===== src/logic/io_port_pkg.sv =====
package io_port_pkg;
  // drive mode codes
  localparam logic [1:0] MODE_QUASI     = 2'h0;
  localparam logic [1:0] MODE_PUSH_PULL = 2'h1;
  localparam logic [1:0] MODE_INPUT     = 2'h2;
  localparam logic [1:0] MODE_OPEN      = 2'h3;
  // byte addresses of registers, word aligned
  localparam logic [4:0] ADDR_P0_LATCH  = 5'h00;
  localparam logic [4:0] ADDR_P0_CFG_LO = 5'h04;
  localparam logic [4:0] ADDR_P0_CFG_HI = 5'h08;
  localparam logic [4:0] ADDR_P0_PINS   = 5'h0c;
  localparam logic [4:0] ADDR_P1_LATCH  = 5'h10;
  localparam logic [4:0] ADDR_P1_CFG_LO = 5'h14;
  localparam logic [4:0] ADDR_P1_CFG_HI = 5'h18;
  localparam logic [4:0] ADDR_P1_PINS   = 5'h1c;
  // reset values
  localparam logic [7:0] CFG_RESET      = 8'h00;
  localparam logic [7:0] LATCH_RESET    = 8'hff;
  // strong pull-up pulse: two cpu clocks
  localparam int         STRONG_CYCLES  = 2;
endpackage


===== src/logic/io_port_ctrl.sv =====
// The implementer's own choices: the address map and register access over Wishbone.
`timescale 1ns/1ps
// two 8-bit ports with per-pin drive mode, wishbone register access
module io_port_ctrl #(
  parameter int PORTS = 2,
  parameter int PINS  = 8
) (
  input  wire logic               clk_i,
  input  wire logic               rst_i,
  input  wire logic               cyc_i,
  input  wire logic               stb_i,
  input  wire logic               we_i,
  input  wire logic [4:0]         adr_i,
  input  wire logic [3:0]         sel_i,
  input  wire logic [31:0]        dat_i,
  output logic      [31:0]        dat_o,
  output logic                    ack_o,
  input  wire logic [PORTS*PINS-1:0] pin_i,
  output logic      [PORTS*PINS-1:0] weak_o,
  output logic      [PORTS*PINS-1:0] medium_o,
  output logic      [PORTS*PINS-1:0] strong_o,
  output logic      [PORTS*PINS-1:0] pulldown_o
);
  logic [PORTS*PINS-1:0] pin_meta_q;
  logic [PORTS*PINS-1:0] pin_sync_q;
  logic [7:0]            latch_q [PORTS];
  logic [7:0]            pin_mode_cfg_lo_q [PORTS];
  logic [7:0]            pin_mode_cfg_hi_q [PORTS];
  logic                  req;
  logic                  wr_en;
  logic [31:0]           rd_d;

  assign req   = cyc_i && stb_i && !ack_o;
  assign wr_en = req && we_i && sel_i[0];

  // two-flop synchroniser: pins are asynchronous to clk_i
  always_ff @(posedge clk_i) begin
    if (rst_i) begin
      pin_meta_q <= '0;
      pin_sync_q <= '0;
    end else begin
      pin_meta_q <= pin_i;
      pin_sync_q <= pin_meta_q;
    end
  end

  // register writes; reset puts every pin in quasi mode
  always_ff @(posedge clk_i) begin
    if (rst_i) begin
      for (int p = 0; p < PORTS; p++) begin
        latch_q[p]           <= io_port_pkg::LATCH_RESET;
        pin_mode_cfg_lo_q[p] <= io_port_pkg::CFG_RESET;
        pin_mode_cfg_hi_q[p] <= io_port_pkg::CFG_RESET;
      end
    end else if (wr_en) begin
      case (adr_i)
        io_port_pkg::ADDR_P0_LATCH:  latch_q[0]           <= dat_i[7:0];
        io_port_pkg::ADDR_P0_CFG_LO: pin_mode_cfg_lo_q[0] <= dat_i[7:0];
        io_port_pkg::ADDR_P0_CFG_HI: pin_mode_cfg_hi_q[0] <= dat_i[7:0];
        io_port_pkg::ADDR_P1_LATCH:  latch_q[1]           <= dat_i[7:0];
        io_port_pkg::ADDR_P1_CFG_LO: pin_mode_cfg_lo_q[1] <= dat_i[7:0];
        io_port_pkg::ADDR_P1_CFG_HI: pin_mode_cfg_hi_q[1] <= dat_i[7:0];
        default: ;
      endcase
    end
  end

  // read mux; pin registers show the synchronised level in every mode
  always_comb begin
    rd_d = 32'h0000_0000;
    case (adr_i)
      io_port_pkg::ADDR_P0_LATCH:  rd_d[7:0] = latch_q[0];
      io_port_pkg::ADDR_P0_CFG_LO: rd_d[7:0] = pin_mode_cfg_lo_q[0];
      io_port_pkg::ADDR_P0_CFG_HI: rd_d[7:0] = pin_mode_cfg_hi_q[0];
      io_port_pkg::ADDR_P0_PINS:   rd_d[7:0] = pin_sync_q[7:0];
      io_port_pkg::ADDR_P1_LATCH:  rd_d[7:0] = latch_q[1];
      io_port_pkg::ADDR_P1_CFG_LO: rd_d[7:0] = pin_mode_cfg_lo_q[1];
      io_port_pkg::ADDR_P1_CFG_HI: rd_d[7:0] = pin_mode_cfg_hi_q[1];
      io_port_pkg::ADDR_P1_PINS:   rd_d[7:0] = pin_sync_q[15:8];
      default:                     rd_d = 32'h0000_0000;
    endcase
  end

  // one-cycle ack, registered the cycle after the request, one answer per request; unmapped reads zero
  always_ff @(posedge clk_i) begin
    if (rst_i) begin
      ack_o <= 1'b0;
      dat_o <= 32'h0000_0000;
    end else begin
      ack_o <= req;
      if (req) begin
        dat_o <= rd_d;
      end
    end
  end

  // one driver per pin; mode bits picked per pin index
  for (genvar p = 0; p < 2; p++) begin : g_port
    for (genvar y = 0; y < 8; y++) begin : g_pin
      logic [1:0] mode;
      if (y < 4) begin : g_lo
        assign mode = pin_mode_cfg_lo_q[p][2*y+1 : 2*y];
      end else begin : g_hi
        assign mode = pin_mode_cfg_hi_q[p][2*y-7 : 2*y-8];
      end
      io_pin_driver u_drv (
        .clk_i      (clk_i),
        .rst_i      (rst_i),
        .mode_i     (mode),
        .latch_i    (latch_q[p][y]),
        .pin_i      (pin_sync_q[p*8+y]),
        .weak_o     (weak_o[p*8+y]),
        .medium_o   (medium_o[p*8+y]),
        .strong_o   (strong_o[p*8+y]),
        .pulldown_o (pulldown_o[p*8+y])
      );
    end
  end
endmodule


===== src/logic/io_pin_driver.sv =====
`timescale 1ns/1ps
// one pin: mode decode, strong pulse timer, driver enables
module io_pin_driver (
  input  wire logic       clk_i,
  input  wire logic       rst_i,
  input  wire logic [1:0] mode_i,
  input  wire logic       latch_i,
  input  wire logic       pin_i,
  output logic            weak_o,
  output logic            medium_o,
  output logic            strong_o,
  output logic            pulldown_o
);
  logic       latch_prev_q;
  logic [1:0] strong_cnt_q;
  logic       is_quasi;

  assign is_quasi = (mode_i == io_port_pkg::MODE_QUASI);

  // previous latch value for rise detection
  always_ff @(posedge clk_i) begin
    if (rst_i) begin
      latch_prev_q <= 1'b1;
    end else begin
      latch_prev_q <= latch_i;
    end
  end

  // strong pull-up pulse counter, restarted on every latch rise in quasi mode
  always_ff @(posedge clk_i) begin
    if (rst_i) begin
      strong_cnt_q <= 2'h0;
    end else if (is_quasi && latch_i && !latch_prev_q) begin
      strong_cnt_q <= 2'(io_port_pkg::STRONG_CYCLES);
    end else if (strong_cnt_q != 2'h0) begin
      strong_cnt_q <= strong_cnt_q - 2'h1;
    end
  end

  // driver enables registered so each output comes from a flip-flop
  always_ff @(posedge clk_i) begin
    if (rst_i) begin
      weak_o     <= 1'b0;
      medium_o   <= 1'b0;
      strong_o   <= 1'b0;
      pulldown_o <= 1'b0;
    end else begin
      weak_o     <= is_quasi && latch_i;
      medium_o   <= is_quasi && latch_i && pin_i;
      // quasi strong pulse on rise, push-pull continuous; open/input never
      strong_o   <= (mode_i == io_port_pkg::MODE_PUSH_PULL && latch_i)
                 || (is_quasi && latch_i && ((!latch_prev_q) || strong_cnt_q == 2'h2));
      pulldown_o <= (mode_i != io_port_pkg::MODE_INPUT) && !latch_i;
    end
  end
endmodule


===== config.mk =====
export PLATFORM = sky130hd
export DESIGN_NAME = io_port_ctrl
export DESIGN_NICKNAME = d
export VERILOG_FILES = /design/src/logic/io_port_pkg.sv /design/src/logic/io_port_ctrl.sv /design/src/logic/io_pin_driver.sv
export SDC_FILE = /design/constraint.sdc
export NUM_CORES = 1
export LEC_CHECK = 0
export BUFFER_PORTS_ARGS = -buffer_cell sky130_fd_sc_hd__buf_4
export CAP_MARGIN = 0
export CORE_MARGIN = 2
export CORE_UTILIZATION = 58
export CTS_CLUSTER_DIAMETER = 40
export DETAILED_ROUTE_END_ITERATION = 6
export PLACE_DENSITY = 0.84
export RECOVER_POWER = 50
export SYNTH_ARGS = -nofsm -noshare
export SYNTH_HDL_FRONTEND = slang
export SYNTH_SLANG_ARGS = --single-unit

===== constraint.sdc =====
create_clock -name clk_i -period 3.14 [get_ports clk_i]
set_input_delay 0.314 -clock clk_i [delete_from_list [all_inputs] [get_ports clk_i]]
set_output_delay 0.314 -clock clk_i [all_outputs]
set_load 0.05 [all_outputs]

After elaboration in Yosys (flattened, before gate mapping)
Memory sizes are Yosys's and may differ from the RTL's.
Index checks and enable logic that the tools add are counted.
{"block": "word_totals", "n_memories": 3, "ff_bits": 153, "word_cells": 491, "ramBits": 48}
{"block": "op_classes", "muxes": 65, "addsub": 16, "n_bitwise": 6, "reduce_logical": 230, "eq_ne": 55}
{"name": "latch_q", "words": 2, "word_bits": 8, "rd": 2, "rd_ports_with_merged_regs": 0, "wr": 2, "line": "io_port_ctrl.sv:26", "source": "logic [7:0] latch_q [PORTS];"}
{"name": "pin_mode_cfg_hi_q", "words": 2, "word_bits": 8, "rd": 2, "rd_ports_with_merged_regs": 0, "wr": 2, "line": "io_port_ctrl.sv:28", "source": "logic [7:0] pin_mode_cfg_hi_q [PORTS];"}
{"name": "pin_mode_cfg_lo_q", "words": 2, "word_bits": 8, "rd": 2, "rd_ports_with_merged_regs": 0, "wr": 2, "line": "io_port_ctrl.sv:27", "source": "logic [7:0] pin_mode_cfg_lo_q [PORTS];"}
{"op": "1-bit logical AND", "count": 100}
{"op": "2-bit 2-to-1 mux", "count": 32}
{"op": "8-bit case mux with 8 select lines", "count": 1}
{"op": "2-bit nonzero test", "count": 32}
{"op": "8-bit 2-to-1 mux", "count": 6}
{"op": "1-bit zero test", "count": 33}
{"op": "2-bit by 1-bit equality test with 1-bit output, second input constant", "count": 16}
{"op": "2-bit equality test, second input constant", "count": 16}
{"op": "2-bit zero test", "count": 16}
{"op": "1-bit logical OR", "count": 32}
{"op": "2-bit != test, second input constant", "count": 16}
{"op": "2-bit OR reduction", "count": 16}
{"op": "2-bit by 1-bit subtractor with 2-bit output, second input constant", "count": 16}
{"op": "1-bit 2-to-1 mux", "count": 26}
{"op": "5-bit equality test, second input constant", "count": 4}
{"op": "5-bit by 4-bit equality test with 1-bit output, second input constant", "count": 2}
{"op": "1-bit bitwise OR", "count": 6}
{"op": "5-bit by 3-bit equality test with 1-bit output, second input constant", "count": 1}
{"op": "5-bit zero test", "count": 1}

Logic depth before layout (Yosys ltp)
Gate-level depths: netlist (run 1).
{"block": "logic_depth", "depth_word": 8, "depth_mapped": 6, "ltp_nobuf": 4}

By module
Synthesis (run 1) repeated with hierarchy kept, for this count alone.
{"block": "hier_totals", "hier_cells": 579, "area_unflattened_um2": 7389.6}
{"module": "io_pin_driver", "seq_area_each_um2": 140.1, "area_each_um2": 234.0, "cells_per_inst": 19, "n_inst": 16}
{"module": "io_port_ctrl", "seq_area_each_um2": 2262.2, "area_each_um2": 3646.0, "cells_per_inst": 275, "n_inst": 1}

Least setup slack after synthesis (run 1)
No wires, ideal clock.
{"block": "synth_path", "path_type": "input to register", "from": "input port adr_i[3]", "to": "memory pin_mode_cfg_lo_q[1][2], in the netlist pin_mode_cfg_lo_q[0][10] (enable)", "t_arrival_ps": 1576, "n_path_buf": 2, "setup_time_ps": 375, "path_stages": 4, "slack_ps": 1189, "required_ps": 2765, "cell_sequence": "buf_6 -> or4b_1 -> buf_6 -> o21bai_1"}
{"item": "start: declaration", "line": "io_port_ctrl.sv:13", "source": "input wire logic [4:0] adr_i,"}
{"item": "end: declaration", "line": "io_port_ctrl.sv:27"}

==> results by stage, run 1 <==
Worst setup path:
- In this run the critical register-to-register path is launched from ack_o$_SDFF_PP0_.
- The terminus of the critical flop-to-flop path is pin_mode_cfg_hi_q[0][4]$_DFFE_PP_.
- The cell count of the worst reg-to-reg path is 4.
- The highest fanout seen on the critical path is 70.
- The element type at the critical path start is a primary input.
- The setup slack of the worst register-to-register path is 1200 ps.
- The sort of element at the end of the critical path is a register.
- STA puts the critical path data required time at 3510 ps.
- STA puts the critical path data arrival time at 2550 ps.
- The kind of critical path is in -> reg.

Global routing:
- The global routing usage summed across all routing layers is between 20% and 30%.
- After global routing the overflow that remains totals 0.
- The via count of the first global-routing pass came to 4780.
- The first global-routing pass estimated 23.52 mm of wire.
- Entering global routing, the biggest net connects 71 pins.
- The initial antenna violation count is 0.

Placed design:
- The post-placement worst setup slack is 845.9 ps.
- The placer congestion estimate is 0.9089.
- Detailed placement finished with a half-perimeter wire length of approximately 11 mm.
- The number of buffer cells added on primary ports is 107.

Logic synthesis:
- The synthesized flop and latch total is between 200 and 250.
- The portion of the post-synthesis area used by sequential elements is 60.08%.
- For this run, the number of Yosys warnings is 0.
- The number of different library cells used by synthesis comes to 38.
- The biggest area contributor in the post-synthesis netlist is sky130_fd_sc_hd__dfxtp_1.
- The most common cell in the synthesized netlist is sky130_fd_sc_hd__dfxtp_1.
- Sorting the synthesized cells by area gives the leading types as sky130_fd_sc_hd__dfxtp_1 (41%), sky130_fd_sc_hd__edfxtp_1 (19%), sky130_fd_sc_hd__buf_4 (8.8%).
- The number of enable flip-flop cells after synthesis is 48.
- By count the netlist is led by sky130_fd_sc_hd__dfxtp_1 (153), sky130_fd_sc_hd__buf_4 (88), sky130_fd_sc_hd__edfxtp_1 (48), sky130_fd_sc_hd__nor2_1 (43), sky130_fd_sc_hd__a21oi_1 (34).
- The synthesized netlist occupies a cell area of between 7000 and 8000 µm².
- The most used flip-flop cell after synthesis is sky130_fd_sc_hd__dfxtp_1.
- After synthesis, the mean cell area works out to around 11 µm².
- After synthesis, the share of flip-flops with an asynchronous set or reset is 0%.
- After synthesis, the largest area contributor takes up approximately two fifths of total cell area.
- The cell count after synthesis is ~660.

Route:
- Across all layers, the routed design uses 4784 vias.
- The first routing iteration left about 280 violations.
- After detailed routing, the average wire length per cell comes to ~17 µm.
- The routed wire length is 15.54 mm.
- The remaining antenna violation count is 0.
- For this run, the detailed router's first-pass iteration total came to 5.
- The number of remaining DRC errors is 0.
- The routed via count divided by cell count is 5.333.

Power and ir drop:
- The clock network power share is between 40% and 50%.
- The leakage dissipation is 0.003339 µW.
- Internal power comes to 4347 µW.
- The switching power as a share of total power is 23.24%.
- Combinational logic is responsible for 6.5% of the overall power.
- Power spread over the standard cell area amounts to 671.3 nW/µm².
- VDD sags by at most 0.5595 mV.
- The analysis attributes to net switching a power of between 1000 and 1500 µW.
- Total power for the finished layout comes to ~5700 µW.
- The power share of the sequential group is 48.6%.

Floorplanning:
- The count of boundary I/O pins is about 160.
- The floorplan step defined a core boundary enclosing 12620 µm².
- Row generation in the floorplan step produced 41 rows.
- From bottom edge to top edge, the die measures 117.7 µm.
- The die covers 13850 µm².
- The initial utilization of the core area, before any placement, comes to 59.41%.
- The die is around 120 µm wide.

Min path:
- The cell depth of the worst hold path is 2.
- The source of the worst hold timing path is pin_i[14].
- The worst hold path class is in -> reg.
- The path with the worst hold slack has its endpoint at pin_meta_q[14]$_SDFF_PP0_.

Timing:
- The share of the clock period used by the worst path after layout is between 60% and 70%.
- The final count of pins violating max slew came to 39.
- The peak clock frequency supported by timing is 0.4578 GHz.
- Setup violations remaining at the end of the flow were counted as 0.
- The routed design could run at a clock period as short as 2184 ps.
- The total negative slack for setup checks is 0 ps.
- The number of hold-slack violations in the final timing report is 0.
- For the pin with the worst max-slew slack, the measured transition is 1535 ps.
- Setup repair after global routing left no endpoint under its margin.
- Setup slack on the critical path of the routed design comes to 955.6 ps.
- Across all hold checks on the routed design, the worst slack comes to 40.41 ps.
- The worst relative slew slack is -2.358%.
- The clock tree skew after final layout is 6.263 ps.

Clock tree:
- The number of buffers between clock root and the deepest sink is 3.
- Clock-pin slew was measured on the worst setup and hold paths at 60 ps.
- The clock tree root driver cell is sky130_fd_sc_hd__clkbuf_16.
- The post-CTS setup repair buffer count is 0.
- The total CTS buffers is 23.
- For this design, the CTS-stage hold fixing added 0 buffers.
- Post-CTS repair changed the size of 0 cells.
- The number of H-tree branching levels is 1.
- The latest clock arrival within the worst-skew pair is 480 ps.
- TritonCTS built the clock tree.
- The clock sink total is 201.

Flow run:
- Across the run, the number of max-cap violations was 1.

Run status:
- The final reports fail on capacitance limit, slew limit.
- The run finished, with violations left.

Layout:
- The count of nets after finishing is 771.
- From synthesis to final layout, the design area changed by 12.53%.
- The layout has 1005 filler cells.
- The total inserted antenna cells is 0.
- Of the cells placed in the final design, the portion with a size suffix greater than 1 is roughly a fifth.
## registers in the layout, summed over array words and instances, names as in the netlist
register / count
dat_o: 8
g_port.g_pin.u_drv.strong_cnt_q: 32
pin_sync_q: 16
pin_meta_q: 16
g_port.g_pin.u_drv.strong_o: 16
ack_o: 1
g_port.g_pin.u_drv.medium_o: 16
latch_q: 16
g_port.g_pin.u_drv.latch_prev_q: 16
pin_mode_cfg_hi_q: 16
g_port.g_pin.u_drv.weak_o: 16
g_port.g_pin.u_drv.pulldown_o: 16
pin_mode_cfg_lo_q: 16
## worst max-delay path, stage by stage
cell	delay (ps)
sky130_fd_sc_hd__buf_4	490
sky130_fd_sc_hd__clkbuf_1	1180
sky130_fd_sc_hd__nor2_1	180
sky130_fd_sc_hd__nand2_1	270
sky130_fd_sc_hd__o21ai_1	110
## power groups by stage
stage / sequential (µW) / combinational [µW] / clock [µW]
after floorplan: 2790 / 322 / 0
after global placement: 2800 / 369 / 0
after detailed placement: 2810 / 376 / 0
after CTS: 2750 / 378 / 2580
after global routing: 2760 / 388 / 2690
final: 2750 / 369 / 2540
## metrics by stage
stage | area (µm²) | util, % | instances
after floorplan | 7584 | - | 684
after global placement | 7823 | 61.99 | 856
after detailed placement | 7823 | 61.99 | 856
after CTS | 8572 | 67.93 | 897
after global routing | 8437 | 66.86 | 897
final | 8437 | 66.86 | 897
## worst max-delay path by stage
stage	from	endpoint	slack [ps]	depth (start not counted)
after global routing	rst_i	dat_o[5]$_SDFFE_PP0N_	640	5
final	rst_i	dat_o[5]$_SDFFE_PP0N_	960	5
after global placement	adr_i[2]	latch_q[0][8]$_DFFE_PP_	870	4
after CTS	ack_o$_SDFF_PP0_	pin_mode_cfg_hi_q[0][4]$_DFFE_PP_	1200	4
after detailed placement	adr_i[2]	latch_q[0][10]$_DFFE_PP_	850	4
after floorplan	adr_i[3]	pin_mode_cfg_lo_q[0][10]$_DFFE_PP_	1190	4
## cell type report
type | count | area, µm² | share of cell area [%]
Multi-Input combinational cell | 357 | 2221 | 26.32
Tap cell | 172 | 215.2 | 2.551
Clock buffer | 32 | 680.7 | 8.068
Sequential cell | 201 | 4504 | 53.39
Clock inverter | 9 | 68.82 | 0.8157
Timing Repair Buffer | 109 | 683.2 | 8.097
Inverter | 17 | 63.81 | 0.7563
## cells by family after synthesis
family | share of synthesized area, %
flip-flops | 60.08
AO/OA/AOI/OAI | 6.275
multiplexers | 4.222
buffers and inverters | 11.45
other | 0.05002
AND/OR/NAND/NOR | 17.92
## cell usage in the layout, fill, tap and decap left out, types with 3 or more instances in the layout
master                      Yosys  layout
sky130_fd_sc_hd__a21oi_1       34      34
sky130_fd_sc_hd__conb_1         1      24
sky130_fd_sc_hd__or3_1          9       9
sky130_fd_sc_hd__nor3_1        18      18
sky130_fd_sc_hd__o21ai_0        3       3
sky130_fd_sc_hd__and2_1        33      31
sky130_fd_sc_hd__nor2_1        43      43
sky130_fd_sc_hd__mux2i_1       29      29
sky130_fd_sc_hd__a31oi_1       16      16
sky130_fd_sc_hd__or3b_2        16      16
sky130_fd_sc_hd__nand2b_1      17      17
sky130_fd_sc_hd__o21ai_1        6       6
sky130_fd_sc_hd__nor2b_1       33      33
sky130_fd_sc_hd__clkinv_2       0       4
sky130_fd_sc_hd__nand2_1       14      14
sky130_fd_sc_hd__or2_2         16      16
sky130_fd_sc_hd__o21bai_1       3       3
sky130_fd_sc_hd__dfxtp_1      153     153
sky130_fd_sc_hd__inv_8          0       3
sky130_fd_sc_hd__clkbuf_8       0       5
sky130_fd_sc_hd__nor4b_1       16      16
sky130_fd_sc_hd__clkbuf_1      10      39
sky130_fd_sc_hd__inv_1         17      17
sky130_fd_sc_hd__o22ai_1       12      12
sky130_fd_sc_hd__buf_4         88      73
sky130_fd_sc_hd__clkbuf_16      0      24
sky130_fd_sc_hd__edfxtp_1      48      48
## layer usage
metal	track usage, %	routed length, µm	share of wire (%)	vias up
li1	-	-	-	2255
met1	23.97	5657	36	2301
met2	39.03	8086	52	189
met3	4.312	1195	7.7	39
met4	10.17	597	3.8	0
met5	0	0	0	-
No activity file was read; power rests on OpenSTA's default activity.
==> inputs of run 2 (changes only) <==
Settings changed: ABC_AREA set to 1, CORE_UTILIZATION 58 to 49, PLACE_DENSITY 0.84 to 0.75.
Clock period 3.14 ns to 2 ns, I/O delays scaled along.
==> run 2 against run 1 <==
The flow now finishes without violations. Core utilization fell by 9.0 points. Worst hold slack got worse by 22 ps. Synthesized cell count rose by 29%. Register-to-register slack got worse by 970 ps. Flip-flop and latch count did not move. Non-clock buffer count rose by 39. First-iteration DRC count rose by 67%. Routed wire length rose by 9.3%. Clock power rose by 62%. Final cell count rose by 29%. Design area rose by 8.1%. Sequential share of layout area fell by 4.0 points. Critical path type is now reg -> reg. Largest cell class unchanged.
==> results by stage, run 2 <==
Logic synthesis:
- The async set-or-reset flop fraction in the synthesized netlist is 0% (unchanged).
- The cell area after synthesis came to 7831 µm² (+4.5%).
- The commonest cells after synthesis are sky130_fd_sc_hd__dfxtp_1 (153), sky130_fd_sc_hd__nor2_1 (122), sky130_fd_sc_hd__nand2_1 (110), sky130_fd_sc_hd__inv_1 (100), sky130_fd_sc_hd__buf_4 (94).
- The portion of the post-synthesis area used by sequential elements is 57.52% (-2.6 points).
- The most common cell in the synthesized netlist is sky130_fd_sc_hd__dfxtp_1.
- In the synthesized netlist the dominant register cell turns out to be sky130_fd_sc_hd__dfxtp_1.
- The number of enable flip-flop cells after synthesis is 48 (unchanged).
- The top cell type by total area after synthesis is sky130_fd_sc_hd__dfxtp_1.
- The yosys synthesis warning count is 0 (unchanged).
- Sorting the synthesized cells by area gives the leading types as sky130_fd_sc_hd__dfxtp_1 (39%), sky130_fd_sc_hd__edfxtp_1 (18%), sky130_fd_sc_hd__buf_4 (9.0%).
- The synthesized flop and latch total was 201 (unchanged).
- The fraction of synthesized cell area taken by the top area cell type is 39.11% (-1.7 points).
- The cell count after synthesis is 851 (+29%).
- The number of distinct standard cells referenced by the synthesized netlist came to 29 (-24%).
- The mean area per synthesized cell is 9.202 µm² (-19%).

Clock tree:
- The total CTS buffers is 23 (unchanged).
- The TritonCTS clock tree is built.
- The number of hold-repair buffers added at the cts stage is 16 (+16).
- The clock-pin slew on the worst setup and hold paths came to 60 ps (about the same).
- The latest clock arrival within the worst-skew pair came to 500 ps (+20 ps).
- The root buffer cell chosen for the clock tree is sky130_fd_sc_hd__clkbuf_16.
- The number of gates given a new drive strength after cts is 0 (unchanged).
- The number of buffers between clock root and the deepest sink is 3 (unchanged).
- The number of H-tree branching levels came to 1 (unchanged).
- The clock sink total is 201 (unchanged).
- The post-CTS setup repair buffer count was 0 (unchanged).

Power and ir drop:
- The power after layout is 9130 µW (+61%).
- The leakage dissipation is 0.003938 µW (+18%).
- The areal power density over the cells was 1001 nW/µm² (+49%).
- The maximum vdd drop came to 0.5540 mV (-0.98%).

Worst setup path:
- The critical path goes through nor2_4 -> nand3_1 -> o31ai_1 -> buf_4.
- The longest individual stage delay on the worst path is 470 ps (-710 ps).
- The worst setup path startpoint is ack_o$_SDFF_PP0_.
- The endpoint identified for the worst register-to-register timing path is latch_q[0][0]$_DFFE_PP_.
- The kind of critical path is reg -> reg.
- The launching point of the worst reg2reg path is ack_o$_SDFF_PP0_.
- The data arrival time of the critical path came to 1980 ps (-570 ps).
- STA classifies the critical path endpoint as a register.
- The cell at the slowest stage of the critical path is sky130_fd_sc_hd__o31ai_1.
- The required time of the worst setup path came to 2210 ps (-1300 ps).
- The setup slack of the worst register-to-register path is 230 ps (-970 ps).
- The element type at the critical path start is a register.
- The cell count of the worst reg-to-reg path is 4 (unchanged).
- The highest fanout seen on the critical path is 8 (-89%).

Route:
- The remaining antenna violation count is 0 (unchanged).
- The routed wire length was 16.98 mm (+9.3%).
- The average detailed-routed wire length per instance is 14.67 µm (-15%).
- The number of remaining DRC errors came to 0 (unchanged).
- The routed via count divided by cell count is 4.883 (-8.4%).
- The iteration-0 DRC count of the detailed router was 472 (+67%).
- The first-pass iteration count of the detailed router came to 7 (+2).
- The routed via count is 5650 (+18%).

Timing:
- Setup repair after global routing left no endpoint under its margin.
- The number of hold-slack violations in the final timing report came to 0 (unchanged).
- The worst path setup slack after routing is 233.5 ps (-722.0 ps).
- The clock tree skew after final layout came to 8.137 ps (+1.874 ps).
- The share of the clock period used by the worst path after layout is 88.32%.
- The final period demand of the worst path is 1766 ps.
- The worst relative slew slack is 5.535% (+7.9 points).
- The final count of pins violating max slew came to 0 (-100%).
- The total negative slack for setup checks is 0 ps (unchanged).
- The number of setup violations in the final report is 0 (unchanged).
- The measured slew at the worst slew-check pin is 1417 ps (-118.4 ps).
- Based on the critical path, the design can be clocked at up to 0.5661 GHz.

Placed design:
- The number of buffer cells added on primary ports is 107 (unchanged).
- The final HPWL from detailed placement was 11.96 mm (+7.1%).
- The placer congestion estimate is 0.8683 (-4.5%).
- The post-placement worst setup slack is 273.7 ps (-572.2 ps).

Min path:
- The cell depth of the worst hold path is 2 (unchanged).
- The startpoint identified for the worst hold timing path is rst_i.
- The end point of the most critical hold path is g_port[0].g_pin[1].u_drv.strong_cnt_q[1]$_SDFFE_PP0P_.
- The worst hold path class is in -> reg.

Global routing:
- The final global-route overflow total is 0 (unchanged).
- The routing usage on met3 is 3.379% (-0.93 points).
- The met1 track demand over resource in global routing was 25.70% (+1.7 points).
- The wire length of the first global-routing pass is 26.12 mm (+11%).
- The maximum number of pins on one net before global-route repair is 36 (-49%).
- The most used routing layer is met2.
- The initial antenna violation count was 0 (unchanged).
- The via count of the first global-routing pass is 5224 (+9.3%).
- The global routing usage summed across all routing layers is 19.72% (-1.7 points).
- The met2 usage is 33.69% (-5.3 points).

Layout:
- The area added between synthesis and finish is 16.42%.
- The total inserted antenna cells came to 0 (unchanged).
- The top cell types in the final layout, fill and taps aside, are sky130_fd_sc_hd__dfxtp_1 (153), sky130_fd_sc_hd__nor2_1 (122), sky130_fd_sc_hd__nand2_1 (110).
- The core occupancy in the finished layout came to 57.82% (-9.0 points).
- The most flop-heavy register is g_port.g_pin.u_drv.strong_cnt_q.
- The proportion of layout cells with a drive suffix above 1 is 16.58% (-3.8 points).
- The final-layout fill cell count was 1429 (+42%).
- The count of nets after finishing came to 988 (+28%).
- The flip-flop count of the largest register, all copies and words added is 32 (unchanged).
- The library cell used most frequently in the layout, excluding fill and tap cells, is sky130_fd_sc_hd__dfxtp_1.

Floorplanning:
- The core outline area was 15770 µm² (+25%).
- The area of the die is 17010 µm² (+23%).
- The width of the die is 130.4 µm (+11%).
- The cell row count is 46 (+12%).
- The starting density of the core was 49.66% (-9.8 points).
- The overall die height is 130.4 µm (+11%).
- The count of boundary I/O pins is 159 (unchanged).

Flow run:
- The max-cap violation count was 0 (-1).

Run status:
- The flow ran to the end, and the final reports show no timing, DRC or antenna violations.
[run 2: cell count changes after synthesis, sizes merged, moves of 18 or more]
| cell | previous run | this run |
|---|---|---|
| and2 | 33 | 0 |
| inv | 17 | 102 |
| mux2i | 29 | 0 |
| nand2 | 14 | 110 |
| nand3 | 1 | 19 |
| nand4 | 0 | 66 |
| nor2 | 44 | 127 |
| nor2b | 33 | 0 |
[run 2: how the worst max path moves through the flow]
stage | end | slack, ps | depth (start not counted)
after floorplan | latch_q[0][0]$_DFFE_PP_ | -150 | 3
after global placement | latch_q[0][10]$_DFFE_PP_ | 320 | 6
after detailed placement | latch_q[0][5]$_DFFE_PP_ | 270 | 6
after CTS | latch_q[0][0]$_DFFE_PP_ | 220 | 4
after global routing | latch_q[0][9]$_DFFE_PP_ | 170 | 4
final | latch_q[0][0]$_DFFE_PP_ | 230 | 4
[run 2: metrics by stage]
step                instance area [µm²]  instances  hold WS, ps
floorplan                          7918        874        307.0
global placement                   8332       1101        394.1
detailed placement                 8332       1101        393.9
CTS                                9245       1157        14.27
global route                       9117       1157        29.51
finish                             9117       1157        18.31
[run 2: area by class of cell]
type | count | area [µm²] | share of cell area, %
clock buffers | 32 | 639.4 | 7.012
clock inverters | 8 | 113.9 | 1.249
inverters | 104 | 390.4 | 4.282
multi-input cells | 448 | 2176 | 23.86
flip-flops and latches | 201 | 4504 | 49.40
well taps | 216 | 270.3 | 2.964
repair buffers | 148 | 1023 | 11.23
[run 2: logic make-up after synthesis]
logic type | count (synthesis) | synth area share, %
and+or+nand+nor | 362 | 21.62
DFF | 201 | 57.52
AOI/OAI and AO/OA | 62 | 4.953
other | 1 | 0.04789
buffers and inverters | 225 | 15.87
[run 2: layer usage]
metal | vias to the layer above | wire length [µm]
met5 | - | 0
met4 | 0 | 385
met3 | 38 | 1485
met2 | 258 | 8034
met1 | 2538 | 7072
li1 | 2816 | -
[run 2: worst max-delay path, delay by kind of cell (launching register included)]
family | cells | cell delay [ps]
and+or+nand+nor | 2 | 450
DFF | 1 | 330
AOI/OAI and AO/OA | 1 | 470
buffers and inverters | 1 | 220
[run 2: power by group]
part	switching (µW)	internal [µW]	total [µW]
Combinational	507	187	694
Clock	1600	2510	4110
Sequential	69.8	4260	4330
